`src/common/scel_pkg.sv`:
```
// Package with register map, field layouts and shared types of the serial control logic
package scel_pkg;

	// Register byte offsets on the Avalon-MM slave
	localparam logic [4:0] ADDR_CTRL     = 5'h00;
	localparam logic [4:0] ADDR_FLAGS    = 5'h04;
	localparam logic [4:0] ADDR_TXHOLD   = 5'h08;
	localparam logic [4:0] ADDR_IRQSTAT  = 5'h0c;
	localparam logic [4:0] ADDR_IRQMASK  = 5'h10;

	// Widths and reset values
	localparam int         DATA_W        = 32;
	localparam int         CTRL_W        = 8;
	localparam int         IRQ_W         = 4;
	localparam int         FLAGS_W       = 6;
	localparam logic [7:0] CTRL_RESET    = 8'h00;
	localparam logic [3:0] IRQ_RESET     = 4'h0;

	// Clock-select field codes
	localparam logic [1:0] CKSEL_INT     = 2'h0;
	localparam logic [1:0] CKSEL_INT_OUT = 2'h1;
	localparam logic [1:0] CKSEL_EXT     = 2'h2;
	localparam logic [1:0] CKSEL_RSVD    = 2'h3;

	// Interrupt event bit positions in status and mask
	localparam int         IRQ_TXEMPTY   = 0;
	localparam int         IRQ_RXFULL    = 1;
	localparam int         IRQ_RXERR     = 2;
	localparam int         IRQ_TXDONE    = 3;

	// Pin synchroniser lanes
	localparam int         PIN_W         = 2;
	localparam int         PIN_RXD       = 0;
	localparam int         PIN_SCLK      = 1;

	// Decoded transfer clock source
	typedef enum logic [2:0] {
		SRC_INT_BAUD,
		SRC_INT_BAUD_OUT,
		SRC_EXT_X16,
		SRC_SYNC_INT_OUT,
		SRC_SYNC_EXT_IN,
		SRC_RESERVED
	} scel_clksrc_t;

	// Serial control register layout, bit 7 down to bit 0
	typedef struct packed {
		logic       txIrqOn;
		logic       rxIrqOn;
		logic       txOn;
		logic       rxOn;
		logic       addrFilterOn;
		logic       txDoneIrqOn;
		logic [1:0] clkSrc;
	} scel_ctrl_t;

	// Flags arriving from the status, receive and transmit logic
	typedef struct packed {
		logic txFinished;
		logic rxBufFull;
		logic framingFault;
		logic parityFault;
		logic overrunFault;
	} scel_flags_t;

	// Received frame report from the receive shifter
	typedef struct packed {
		logic done;
		logic mpBit;
	} scel_frame_t;

endpackage

```
`src/verilog/scel_pin_sync.sv`:
```
// Two-stage synchroniser and edge finder for asynchronous pin inputs
`timescale 1ns/1ps

module scel_pin_sync #(
	parameter int WIDTH = 2
) (
	input  wire logic             clk,
	input  wire logic             reset_n,
	input  wire logic [WIDTH-1:0] pinIn,
	output logic      [WIDTH-1:0] level,
	output logic      [WIDTH-1:0] rise,
	output logic      [WIDTH-1:0] fall
);

	genvar i;
	generate
		for (i = 0; i < WIDTH; i++) begin : gLane
			logic meta_reg, meta_next;
			logic sync_reg, sync_next;
			logic prev_reg, prev_next;

			// Next values: first stage feeds only the second
			always_comb begin
				meta_next = pinIn[i];
				sync_next = meta_reg;
				prev_next = sync_reg;
			end

			// Register the three stages
			always_ff @(posedge clk or negedge reset_n) begin
				if (!reset_n) begin
					meta_reg <= 1'b1;
					sync_reg <= 1'b1;
					prev_reg <= 1'b1;
				end else begin
					meta_reg <= meta_next;
					sync_reg <= sync_next;
					prev_reg <= prev_next;
				end
			end

			// Edges from the synchronised stages only
			assign level[i] = sync_reg;
			assign rise[i]  = sync_reg & ~prev_reg;
			assign fall[i]  = ~sync_reg & prev_reg;
		end
	endgenerate

endmodule

```
`src/verilog/scel_top.sv`:
```
// Serial control register, enables, interrupt requests and clock-source decode
`timescale 1ns/1ps

module scel_top (
	input  wire logic                         clk,
	input  wire logic                         reset_n,
	// Avalon-MM slave
	input  wire logic [4:0]                   address,
	input  wire logic                         read,
	input  wire logic                         write,
	input  wire logic [31:0]                  writedata,
	output logic      [31:0]                  readdata,
	output logic                              waitrequest,
	// Chip power state and frame format from the mode register
	input  wire logic                         lowPowerMode,
	input  wire logic                         syncMode,
	input  wire logic                         addrMode,
	// Flags and events from the neighbouring serial logic
	input  wire scel_pkg::scel_flags_t        flagsIn,
	input  wire logic                         txLoad,
	input  wire scel_pkg::scel_frame_t        frameIn,
	input  wire logic                         bitRateClk,
	// Serial pins
	input  wire logic                         rxdPin,
	input  wire logic                         serialClkIn,
	output logic                              serialClkOut,
	output logic                              serialClkOe,
	// Outputs towards the serial logic
	output logic                              txEnable,
	output logic                              rxEnable,
	output logic                              txBufEmpty,
	output logic                              txStart,
	output logic      [7:0]                   txData,
	output logic                              rxStart,
	output logic                              rxFlagUpdate,
	output scel_pkg::scel_clksrc_t            clkSource,
	// Interrupt requests
	output logic                              txEmptyIrq,
	output logic                              rxFullIrq,
	output logic                              rxErrIrq,
	output logic                              txDoneIrq,
	output logic                              irq
);

	scel_pkg::scel_ctrl_t   ctrl_reg, ctrl_next;
	logic                   ack_reg, ack_next;
	logic [31:0]            rdata_reg, rdata_next;
	logic                   txEmpty_reg, txEmpty_next;
	logic                   txStart_reg, txStart_next;
	logic [7:0]             txData_reg, txData_next;
	logic                   rxStart_reg, rxStart_next;
	logic                   rxUpd_reg, rxUpd_next;
	logic [3:0]             req_reg, req_next;
	logic [3:0]             istat_reg, istat_next;
	logic [3:0]             imask_reg, imask_next;
	logic                   irq_reg, irq_next;
	logic                   sclkOut_reg, sclkOut_next;
	logic                   sclkOe_reg, sclkOe_next;
	scel_pkg::scel_clksrc_t src_reg, src_next;
	logic [1:0]             pinRise, pinFall;
	logic                   wrStrobe, rdStrobe, filterActive;
	logic                   rxErrAny;
	logic [5:0]             flagView;

	// Pin inputs pass two flip-flops before any use
	scel_pin_sync #(
		.WIDTH(scel_pkg::PIN_W)
	) uPinSync (
		.clk    (clk),
		.reset_n(reset_n),
		.pinIn  ({serialClkIn, rxdPin}),
		.level  (),
		.rise   (pinRise),
		.fall   (pinFall)
	);

	// Bus handshake: one wait state; a write lands on the edge that completes it
	assign waitrequest = (read | write) & ~ack_reg;
	assign wrStrobe    = write & ack_reg;
	assign rdStrobe    = read & ~ack_reg & ~write;
	assign filterActive = ctrl_reg.addrFilterOn & addrMode & ~syncMode;
	assign rxErrAny    = flagsIn.framingFault | flagsIn.parityFault | flagsIn.overrunFault;
	assign flagView    = {flagsIn.overrunFault, flagsIn.parityFault, flagsIn.framingFault,
		flagsIn.rxBufFull, flagsIn.txFinished, txEmpty_reg};

	// Control register, holding data and transmit-empty flag
	always_comb begin
		ctrl_next    = ctrl_reg;
		txEmpty_next = txEmpty_reg;
		txStart_next = 1'b0;
		txData_next  = txData_reg;
		if (wrStrobe && address == scel_pkg::ADDR_CTRL) begin
			ctrl_next = writedata[scel_pkg::CTRL_W-1:0];
		end
		// Address frame clears the filter even against a write
		if (frameIn.done && filterActive && frameIn.mpBit) begin
			ctrl_next.addrFilterOn = 1'b0;
		end
		if (txLoad) begin
			txEmpty_next = 1'b1;
		end
		if (wrStrobe && address == scel_pkg::ADDR_TXHOLD && ctrl_reg.txOn) begin
			txData_next  = writedata[7:0];
			txEmpty_next = 1'b0;
			txStart_next = 1'b1;
		end
		if (!ctrl_reg.txOn) begin
			txEmpty_next = 1'b1;
		end
		if (lowPowerMode) begin
			ctrl_next = scel_pkg::CTRL_RESET;
		end
	end

	// Register control state
	always_ff @(posedge clk or negedge reset_n) begin
		if (!reset_n) begin
			ctrl_reg    <= scel_pkg::CTRL_RESET;
			txEmpty_reg <= 1'b1;
			txStart_reg <= 1'b0;
			txData_reg  <= 8'h00;
		end else begin
			ctrl_reg    <= ctrl_next;
			txEmpty_reg <= txEmpty_next;
			txStart_reg <= txStart_next;
			txData_reg  <= txData_next;
		end
	end

	// Receive start detection and address filtering of finished frames
	always_comb begin
		rxStart_next = 1'b0;
		rxUpd_next   = 1'b0;
		if (ctrl_reg.rxOn) begin
			if (syncMode) begin
				rxStart_next = pinRise[scel_pkg::PIN_SCLK];
			end else begin
				rxStart_next = pinFall[scel_pkg::PIN_RXD];
			end
		end
		// Flags update only for frames the filter lets through
		if (frameIn.done) begin
			rxUpd_next = ~filterActive | frameIn.mpBit;
		end
	end

	// Register receive pulses
	always_ff @(posedge clk or negedge reset_n) begin
		if (!reset_n) begin
			rxStart_reg <= 1'b0;
			rxUpd_reg   <= 1'b0;
		end else begin
			rxStart_reg <= rxStart_next;
			rxUpd_reg   <= rxUpd_next;
		end
	end

	// Clock-source decode and clock pin drive
	always_comb begin
		src_next     = scel_pkg::SRC_RESERVED;
		sclkOe_next  = 1'b0;
		sclkOut_next = 1'b0;
		if (!syncMode) begin
			case (ctrl_reg.clkSrc)
				scel_pkg::CKSEL_INT: begin
					src_next = scel_pkg::SRC_INT_BAUD;
				end
				scel_pkg::CKSEL_INT_OUT: begin
					src_next     = scel_pkg::SRC_INT_BAUD_OUT;
					sclkOe_next  = 1'b1;
					sclkOut_next = bitRateClk;
				end
				scel_pkg::CKSEL_EXT: begin
					src_next = scel_pkg::SRC_EXT_X16;
				end
				default: begin
					src_next = scel_pkg::SRC_RESERVED;
				end
			endcase
		end else begin
			case (ctrl_reg.clkSrc)
				scel_pkg::CKSEL_INT: begin
					src_next     = scel_pkg::SRC_SYNC_INT_OUT;
					sclkOe_next  = 1'b1;
					sclkOut_next = bitRateClk;
				end
				scel_pkg::CKSEL_EXT: begin
					src_next = scel_pkg::SRC_SYNC_EXT_IN;
				end
				default: begin
					src_next = scel_pkg::SRC_RESERVED;
				end
			endcase
		end
	end

	// Register clock pin drive and decode
	always_ff @(posedge clk or negedge reset_n) begin
		if (!reset_n) begin
			src_reg     <= scel_pkg::SRC_INT_BAUD;
			sclkOe_reg  <= 1'b0;
			sclkOut_reg <= 1'b0;
		end else begin
			src_reg     <= src_next;
			sclkOe_reg  <= sclkOe_next;
			sclkOut_reg <= sclkOut_next;
		end
	end

	// Interrupt request levels, sticky events, mask and read clear
	always_comb begin
		req_next[scel_pkg::IRQ_TXEMPTY] = ctrl_reg.txIrqOn & txEmpty_reg;
		req_next[scel_pkg::IRQ_RXFULL]  = ctrl_reg.rxIrqOn & flagsIn.rxBufFull;
		req_next[scel_pkg::IRQ_RXERR]   = ctrl_reg.rxIrqOn & rxErrAny;
		req_next[scel_pkg::IRQ_TXDONE]  = ctrl_reg.txDoneIrqOn
			& (txEmpty_reg | flagsIn.txFinished);
		istat_next = istat_reg;
		imask_next = imask_reg;
		if (rdStrobe && address == scel_pkg::ADDR_IRQSTAT) begin
			istat_next = scel_pkg::IRQ_RESET;
		end
		if (wrStrobe && address == scel_pkg::ADDR_IRQMASK) begin
			imask_next = writedata[scel_pkg::IRQ_W-1:0];
		end
		// Rising requests set sticky bits; a set beats the read clear
		istat_next = istat_next | (req_next & ~req_reg);
		irq_next   = |(istat_next & imask_next);
	end

	// Register interrupt state
	always_ff @(posedge clk or negedge reset_n) begin
		if (!reset_n) begin
			req_reg   <= scel_pkg::IRQ_RESET;
			istat_reg <= scel_pkg::IRQ_RESET;
			imask_reg <= scel_pkg::IRQ_RESET;
			irq_reg   <= 1'b0;
		end else begin
			req_reg   <= req_next;
			istat_reg <= istat_next;
			imask_reg <= imask_next;
			irq_reg   <= irq_next;
		end
	end

	// Bus answer and read data; unmapped reads return zero
	always_comb begin
		ack_next   = (read | write) & ~ack_reg;
		rdata_next = rdata_reg;
		if (rdStrobe) begin
			case (address)
				scel_pkg::ADDR_CTRL: begin
					rdata_next = {24'h000000, ctrl_reg};
				end
				scel_pkg::ADDR_FLAGS: begin
					rdata_next = {26'h0, flagView};
				end
				scel_pkg::ADDR_TXHOLD: begin
					rdata_next = {24'h000000, txData_reg};
				end
				scel_pkg::ADDR_IRQSTAT: begin
					rdata_next = {28'h0000000, istat_reg};
				end
				scel_pkg::ADDR_IRQMASK: begin
					rdata_next = {28'h0000000, imask_reg};
				end
				default: begin
					rdata_next = 32'h00000000;
				end
			endcase
		end
	end

	// Register bus answer
	always_ff @(posedge clk or negedge reset_n) begin
		if (!reset_n) begin
			ack_reg   <= 1'b0;
			rdata_reg <= 32'h00000000;
		end else begin
			ack_reg   <= ack_next;
			rdata_reg <= rdata_next;
		end
	end

	// Outputs; receive flags pass untouched when reception is disabled
	assign readdata     = rdata_reg;
	assign txEnable     = ctrl_reg.txOn;
	assign rxEnable     = ctrl_reg.rxOn;
	assign txBufEmpty   = txEmpty_reg;
	assign txStart      = txStart_reg;
	assign txData       = txData_reg;
	assign rxStart      = rxStart_reg;
	assign rxFlagUpdate = rxUpd_reg;
	assign clkSource    = src_reg;
	assign serialClkOut = sclkOut_reg;
	assign serialClkOe  = sclkOe_reg;
	assign txEmptyIrq   = req_reg[scel_pkg::IRQ_TXEMPTY];
	assign rxFullIrq    = req_reg[scel_pkg::IRQ_RXFULL];
	assign rxErrIrq     = req_reg[scel_pkg::IRQ_RXERR];
	assign txDoneIrq    = req_reg[scel_pkg::IRQ_TXDONE];
	assign irq          = irq_reg;

endmodule

```
`config.mk`:
```
export PLATFORM = sky130hd
export DESIGN_NAME = scel_top
export DESIGN_NICKNAME = d
export VERILOG_FILES = /design/src/common/scel_pkg.sv /design/src/verilog/scel_pin_sync.sv /design/src/verilog/scel_top.sv
export SDC_FILE = /design/constraint.sdc
export NUM_CORES = 1
export LEC_CHECK = 0
export BUFFER_PORTS_ARGS = -buffer_cell sky130_fd_sc_hd__buf_4
export CORE_AREA = 5 5 99 101
export CTS_BUF_LIST = sky130_fd_sc_hd__clkbuf_16
export CTS_CLUSTER_SIZE = 24
export DETAILED_ROUTE_END_ITERATION = 10
export DIE_AREA = 0 0 104 106
export SYNTH_ARGS = -nofsm -noshare
export SYNTH_HDL_FRONTEND = slang
export SYNTH_SLANG_ARGS = --single-unit
```
`constraint.sdc`:
```
create_clock -name clk -period 2.7 [get_ports clk]
set_input_delay 0.405 -clock clk [delete_from_list [all_inputs] [get_ports clk]]
set_output_delay 0.405 -clock clk [all_outputs]
set_load 0.01 [all_outputs]
```
==> summary.md, run 1 <==
The run finished with clean final reports. Leakage power: 0.00164 µW. Path category of the worst min-delay check: primary input to asynchronous set/reset pin. Sequential elements use 52.6% of the synthesized area. Summed over its instances, the top area cell type makes up 45.3% of the synthesized netlist area. dfrtp_1 takes more of the synthesized area than any other cell. The deepest level of the CTS H-tree was 2; the final routed wire length divided by cell count was 15.6 µm.

In the layout the commonest cells are buf_4 (64), dfrtp_1 (46), conb_1 (24), nor2_1 (20), nand2_1 (13). Compared with the post-synthesis result, the final layout area differs by 24.9%. The number of flops mapped to enable cells by yosys was 0; the per-instance average area after synthesis was 11.5 µm². The final number of max-transition violations came out at 0. Setup repair after global routing left no endpoint under its margin. The largest vdd supply drop was 0.266 mV; the number of synthesis warnings was 0. The kind of critical path was register to register. The detail route stage leaves a number of antenna-violating nets equal to 0. The capturing element type of the critical path is a register. The hold violation count in the final report was 0. In this run the critical register-to-register path is captured at irq. The count of maximum capacitance violations is 0. By area the synthesized netlist is led by dfrtp_1 (45%), buf_4 (8.0%), dfstp_2 (7.2%). The cell sitting at the root of the clock tree is a clkbuf_16. The fraction of layout instances using a drive strength above 1 came out at 36.1%. In this run the standard cell core region covers 8930 µm². The final setup violation count came out at 0.

The logs give 0 for the total of cells resized after clock tree synthesis and 2 for the deepest clock path buffer count. For the insertion delay of the later-clocked pin in the worst-skew pair, the log shows 290 ps. The full die area came out at 11000 µm². The tools report the post-layout net count as 339. The detailed router finished its first iteration with 137 violations. Clock-pin slew was measured on the worst setup and hold paths at 70 ps.

The logs give 4.89 mm for the half-perimeter wire length after placement and 9.90 mm for the global-route wire length before repair. The number of register bits inferred by synthesis is 53, and the tightest slew margin relative to the limit is 51.2%. For the worst setup path, the data required time is 2850 ps. TritonCTS created 5 clock buffers. In this run the vertical extent of the chip is 106 µm. Counting every instance in the synthesized netlist gives 221. In this run the power density over the cells is 528 nW/µm². The tools report the startpoint type of the worst setup path as a register. The remaining global-route overflow was 0; the largest fanout on the critical path was 7. The tools report the number of distinct standard cells referenced by the synthesized netlist as 46.

TritonCTS built the clock tree. Of the available clock period, the critical path in the final layout requires 66.4%. The DRC violations left came out at 0. The site row count came out at 35. Subtracting the final worst setup slack from the clock period gives 1790 ps. The length in cells of the worst reg-to-reg path is 4, and the via density per instance is 4.55. The repair_antennas step left the layout with diodes totalling 0.

The run gives 5.97 ps as the setup clock skew after layout. Data on the critical path arrives at its endpoint at 1950 ps. In this run the tool buffered the top-level ports with 63 buffer cells.

After detailed placement, the design holds a cell count of 388. The pre-antenna-repair detailed-routing pass consisted of 4 iterations. The initial antenna violation count is 0, and the non-filler instance count after layout is 396. The tools report the launching point of the worst reg2reg path as ack_reg.

The slew of the pin with the lowest slew margin is 731 ps, and the largest net degree at the start of global routing is 54. The tools report the register-to-register setup slack as 910 ps. For the weighted congestion at the end of routability-driven global placement, the log shows 0.870. The final route contains 1802 vias. The tools report the number of global-route vias before repair as 1824. The maximum clock frequency was 557 MHz; the total standard cell area after synthesis was 2540 µm². For the setup TNS after final layout, the log shows 0 ps. In this run the horizontal extent of the chip is 104 µm. The logs give 6.19 mm for the sum of routed wire length over all layers and 11.4% for the global-route usage over all layers.

Counting flops with an async set or reset pin after synthesis yields a share of 100%. The most used flip-flop cell after synthesis is dfrtp_1. Hold repair after CTS inserted 0 buffers. The commonest non-fill, non-tap cell in the layout was buf_4. The starting density of the core is 28.4%.

The clock drives 53 sinks. During I/O placement, the number of pins put on the boundary was 112. The number of setup buffers added after CTS is 0.
## critical path: stages, from the launching register on
cell and delay (ps):
dfrtp_1 470, nor3b_1 650, a31oi_1 180, o2bb2ai_1 210
o2111ai_1 140
## area by class of cell
type                    instances  area, µm²
clock buffers                   5        125
clock inverters                 3       21.3
fillers                       902       5760
inverters                      11       41.3
multi-input cells             149       1030
flip-flops and latches         53       1340
well taps                     111        139
repair buffers                 64        480
## cells by family after synthesis
| kind of cell | after synthesis | share of synthesized area [%] |
|---|---|---|
| AOI/OAI and AO/OA | 37 | 10.6 |
| xor gates and xnor gates | 2 | 0.690 |
| other | 1 | 0.148 |
| adders and majority gates | 1 | 0.394 |
| DFF | 53 | 52.6 |
| muxes | 24 | 10.6 |
| buffers and inverters | 42 | 10.2 |
| and+or+nand+nor | 61 | 14.7 |
## worst max-delay path by stage
stage / from / to / slack (ps) / cells after the start
floorplan: address[2] / ctrl_reg[3] / 1140 / 6
detailed placement: address[4] / txData[6] / 820 / 4
global placement: address[4] / txData[5] / 830 / 4
CTS: ack_reg / irq / 870 / 4
global route: ack_reg / irq / 710 / 4
finish: ack_reg / irq / 910 / 4
## Yosys cell counts, types with 4 or more instances
cell type and instances:
o21ai_0 11, dfrtp_1 46, dfstp_2 7, nand2_1 13, buf_4 27, a22o_1 4, mux2_2 11, mux2i_1 10
a32o_1 4, nor2_1 20, nand3_1 5, inv_1 11, a221oi_1 4
## through the flow
stage | cell area, µm² | hold WS, ps | total power [µW] | worst slack [ps] | utilization (%)
after floorplan | 2630 | 109 | 984 | 1140 | -
after global placement | 3030 | 346 | 1060 | 830 | 33.9
after detailed placement | 3030 | 347 | 1060 | 820 | 33.9
after CTS | 3170 | 180 | 1700 | 868 | 35.5
after global routing | 3170 | 198 | 1770 | 709 | 35.5
final | 3170 | 147 | 1680 | 906 | 35.5
## routing by layer
layer	track usage [%]	share of wire (%)	up-vias
li1	-	-	853
met3	4.31	8.5	6
met5	0	0	-
met2	16.5	45	73
met4	4.44	1.7	0
met1	15.3	45	870
## power by group
part | internal, µW | switching (µW) | leakage [µW]
clock network | 345 | 287 | 0.0000702
logic | 82.4 | 109 | 0.000883
registers | 833 | 19.4 | 0.000688
total | 1260 | 415 | 0.00164
Power figures use the tool's default switching activity.
==> run 2, diff against run 1 <==
Clock period 2.7 ns to 1.8 ns, I/O delays scaled along.
==> run 2 against run 1 <==
Fmax rose by 14%. Sequential share of layout area is 0.65 points lower. Worst hold slack lost 140 ps. Register-to-register slack worse by 680 ps. Clock power up 53%. Final cell count is 1.5% higher. Core utilization rose by 0.56 points. Non-clock buffer count rose by 6. Via count up 1.4%. Routed wire length increased by 3.7%. Combinational power increased by 54%. Setup slack worse by 680 ps. Largest cell class unchanged.
==> summary.md, run 2 (synthesis results as in run 1) <==
The global-route wire length before repair was 10.4 mm (+4.7%); the number of placed instances, taps included was 394 (+1.5%). The tools report the maximum clock frequency as 634 MHz (+14%). The library cells used most frequently in the layout, excluding fill and tap cells, are buf_4 (70), dfrtp_1 (46), conb_1 (24), nor2_1 (20), nand2_1 (13). The flow ran to the end, and the final reports show no timing, DRC or antenna violations. The chip width was 104 µm (unchanged); the initial antenna violation count was 0 (unchanged).

The final standard cell utilization of the core is 36.1% (+0.56 points). The post-layout net count is 345 (+1.8%), and the number of sinks on the clock net is 53 (unchanged). For the final setup violation count, the log shows 0 (unchanged). Commonest non-fill, non-tap cell in the layout: buf_4.

For the via count, the log shows 1827 (+1.4%). For the number of nets still failing antenna checks after routing, the log shows 0 (unchanged). The leakage power was 0.00167 µW (+1.7%); the starting density of the core was 28.4% (unchanged). Setup TNS after final layout: 0 ps (unchanged). The tools report the full die area as 11000 µm² (unchanged). The half-perimeter wire length after placement was 5.04 mm (+3.0%); the total of cells resized after clock tree synthesis was 0 (unchanged). Largest net degree at the start of global routing: 54 (unchanged). TritonCTS built the clock tree. The largest fanout on the critical path was 7 (unchanged).

The total power was 2540 µW (+52%); the deepest clock path buffer count was 2 (unchanged). Final clock period utilization by the worst path: 87.6% (+21 points). The tightest hold margin was 10.9 ps (-137 ps). The run gives 1760 ps (-190 ps) as the worst path arrival time. The non-filler instance count after layout is 402 (+1.5%), and the final routed wire length divided by cell count is 16.0 µm (+2.1%). For the count of maximum capacitance violations, the log shows 0 (unchanged).

Number of top-level pins: 112 (unchanged). The clock transition at the register clock pins on the worst setup and hold paths after CTS works out to 70 ps (about the same). The startpoint type of the worst setup path was a register. The required time of the critical path was 1980 ps (-870 ps); the number of buffers created by CTS was 5 (unchanged). The run gives 113 (-18%) as the violation count after the first detailed-routing iteration. The deepest level of the CTS H-tree is 2 (unchanged), and the setup fix buffers added after clock tree synthesis is 0 (unchanged). Hold violation count in the final report: 0 (unchanged).

The slew of the pin with the lowest slew margin works out to 668 ps (-62.7 ps). Vertical die dimension: 106 µm (unchanged). The run gives 0 (unchanged) as the post-cts hold buffer count.

The length in cells of the worst reg-to-reg path works out to 5 (+1). The tools report the capturing element type of the critical path as a register. The insertion delay of the later-clocked pin in the worst-skew pair was 290 ps (about the same).

The site row count came out at 35 (unchanged). The tools report the core outline area as 8930 µm² (unchanged). Sum of routed wire length over all layers: 6.42 mm (+3.7%).

The tools report the weighted congestion at the end of routability-driven global placement as 0.858 (-1.4%). Setup repair after global routing left no endpoint under its margin. The tightest slew margin relative to the limit was 55.5% (+4.3 points).

The via density per instance is 4.54 (-0.13%). The tools report the remaining global-route overflow as 0 (unchanged). From synthesis to final layout, the design area changed by 26.9%.

The critical path is of the register to register type. The root buffer cell chosen for the clock tree is clkbuf_16. The shortest period the worst path allows came out at 1580 ps (-216 ps). Final number of max-transition violations: 0 (unchanged).

The global-route usage over all layers is 11.8% (+0.44 points), and the largest vdd supply drop is 0.337 mV (+27%). The number of global-route vias before repair is 1895 (+3.9%). The number of buffer cells added on primary ports is 63 (unchanged), and the DRC violations left is 0 (unchanged).

For the count of TritonRoute iterations in the first routing pass, the log shows 4 (unchanged). The setup clock skew after layout is 6.34 ps (+0.364 ps), and the final antenna diode count is 0 (unchanged). The power density normalized to cell area is 789 nW/µm² (+49%). The fraction of layout instances using a drive strength above 1 came out at 37.5% (+1.3 points). In this run the worst hold path is classified as primary input to asynchronous set/reset pin.
==> run 2: cell types whose count changed in the layout (fill, tap and decap cells not counted) <==
cell        before  now
inv_6            1    0
clkinvlp_4       1    2
buf_4           64   70
inv_8            0    1
clkinv_2         1    0
==> run 2: path summary, 6_finish.rpt <==
check                                      startpoint                           to  slack, ps
max                                           ack_reg                     rxEnable        220
min                                           reset_n                    txData[2]         10
max reg2reg                                   ack_reg                     rxEnable        220
min reg2reg                uPinSync.gLane[0].meta_reg  uPinSync.gLane[0].prev_next        360
max in group asynchronous                     reset_n                      txStart       1340
min in group clk                          serialClkIn   uPinSync.gLane[1].meta_reg         80
==> run 2: cell type report <==
| class | count | area (µm²) |
|---|---|---|
| clock buffer | 5 | 125 |
| clock inverter | 3 | 26.3 |
| fill | 929 | 5710 |
| inverter | 11 | 41.3 |
| multi-input combinational | 149 | 1030 |
| sequential | 53 | 1340 |
| tap | 111 | 139 |
| timing repair buffer | 70 | 526 |
==> run 2: per-stage QoR <==
stage	setup slack (ps)	area, µm²
after global routing	115	3220
after detailed placement	174	3070
after floorplan	339	2630
final	223	3220
after CTS	215	3220
after global placement	186	3070
==> run 2: routing by layer <==
layer,vias to the layer above,GRT usage (%),routed length (µm)
li1,871,-,-
met1,881,15.4,2850
met2,71,18.4,2990
met3,4,4.13,504
met4,0,3.89,76
met5,-,0,0
==> run 2: power breakdown <==
group / total (µW) / leakage [µW] / internal, µW / switching, µW
clock: 970 / 0.0000680 / 525 / 445
combinational: 295 / 0.000913 / 129 / 167
sequential: 1280 / 0.000688 / 1250 / 29.0
total: 2540 / 0.00167 / 1900 / 641
==> run 2: worst max-delay path, stage by stage (launching register included) <==
cell	delay [ps]
dfrtp_1	480
and4bb_2	350
nand3b_1	220
buf_4	230
mux2i_1	140
nor2_1	50
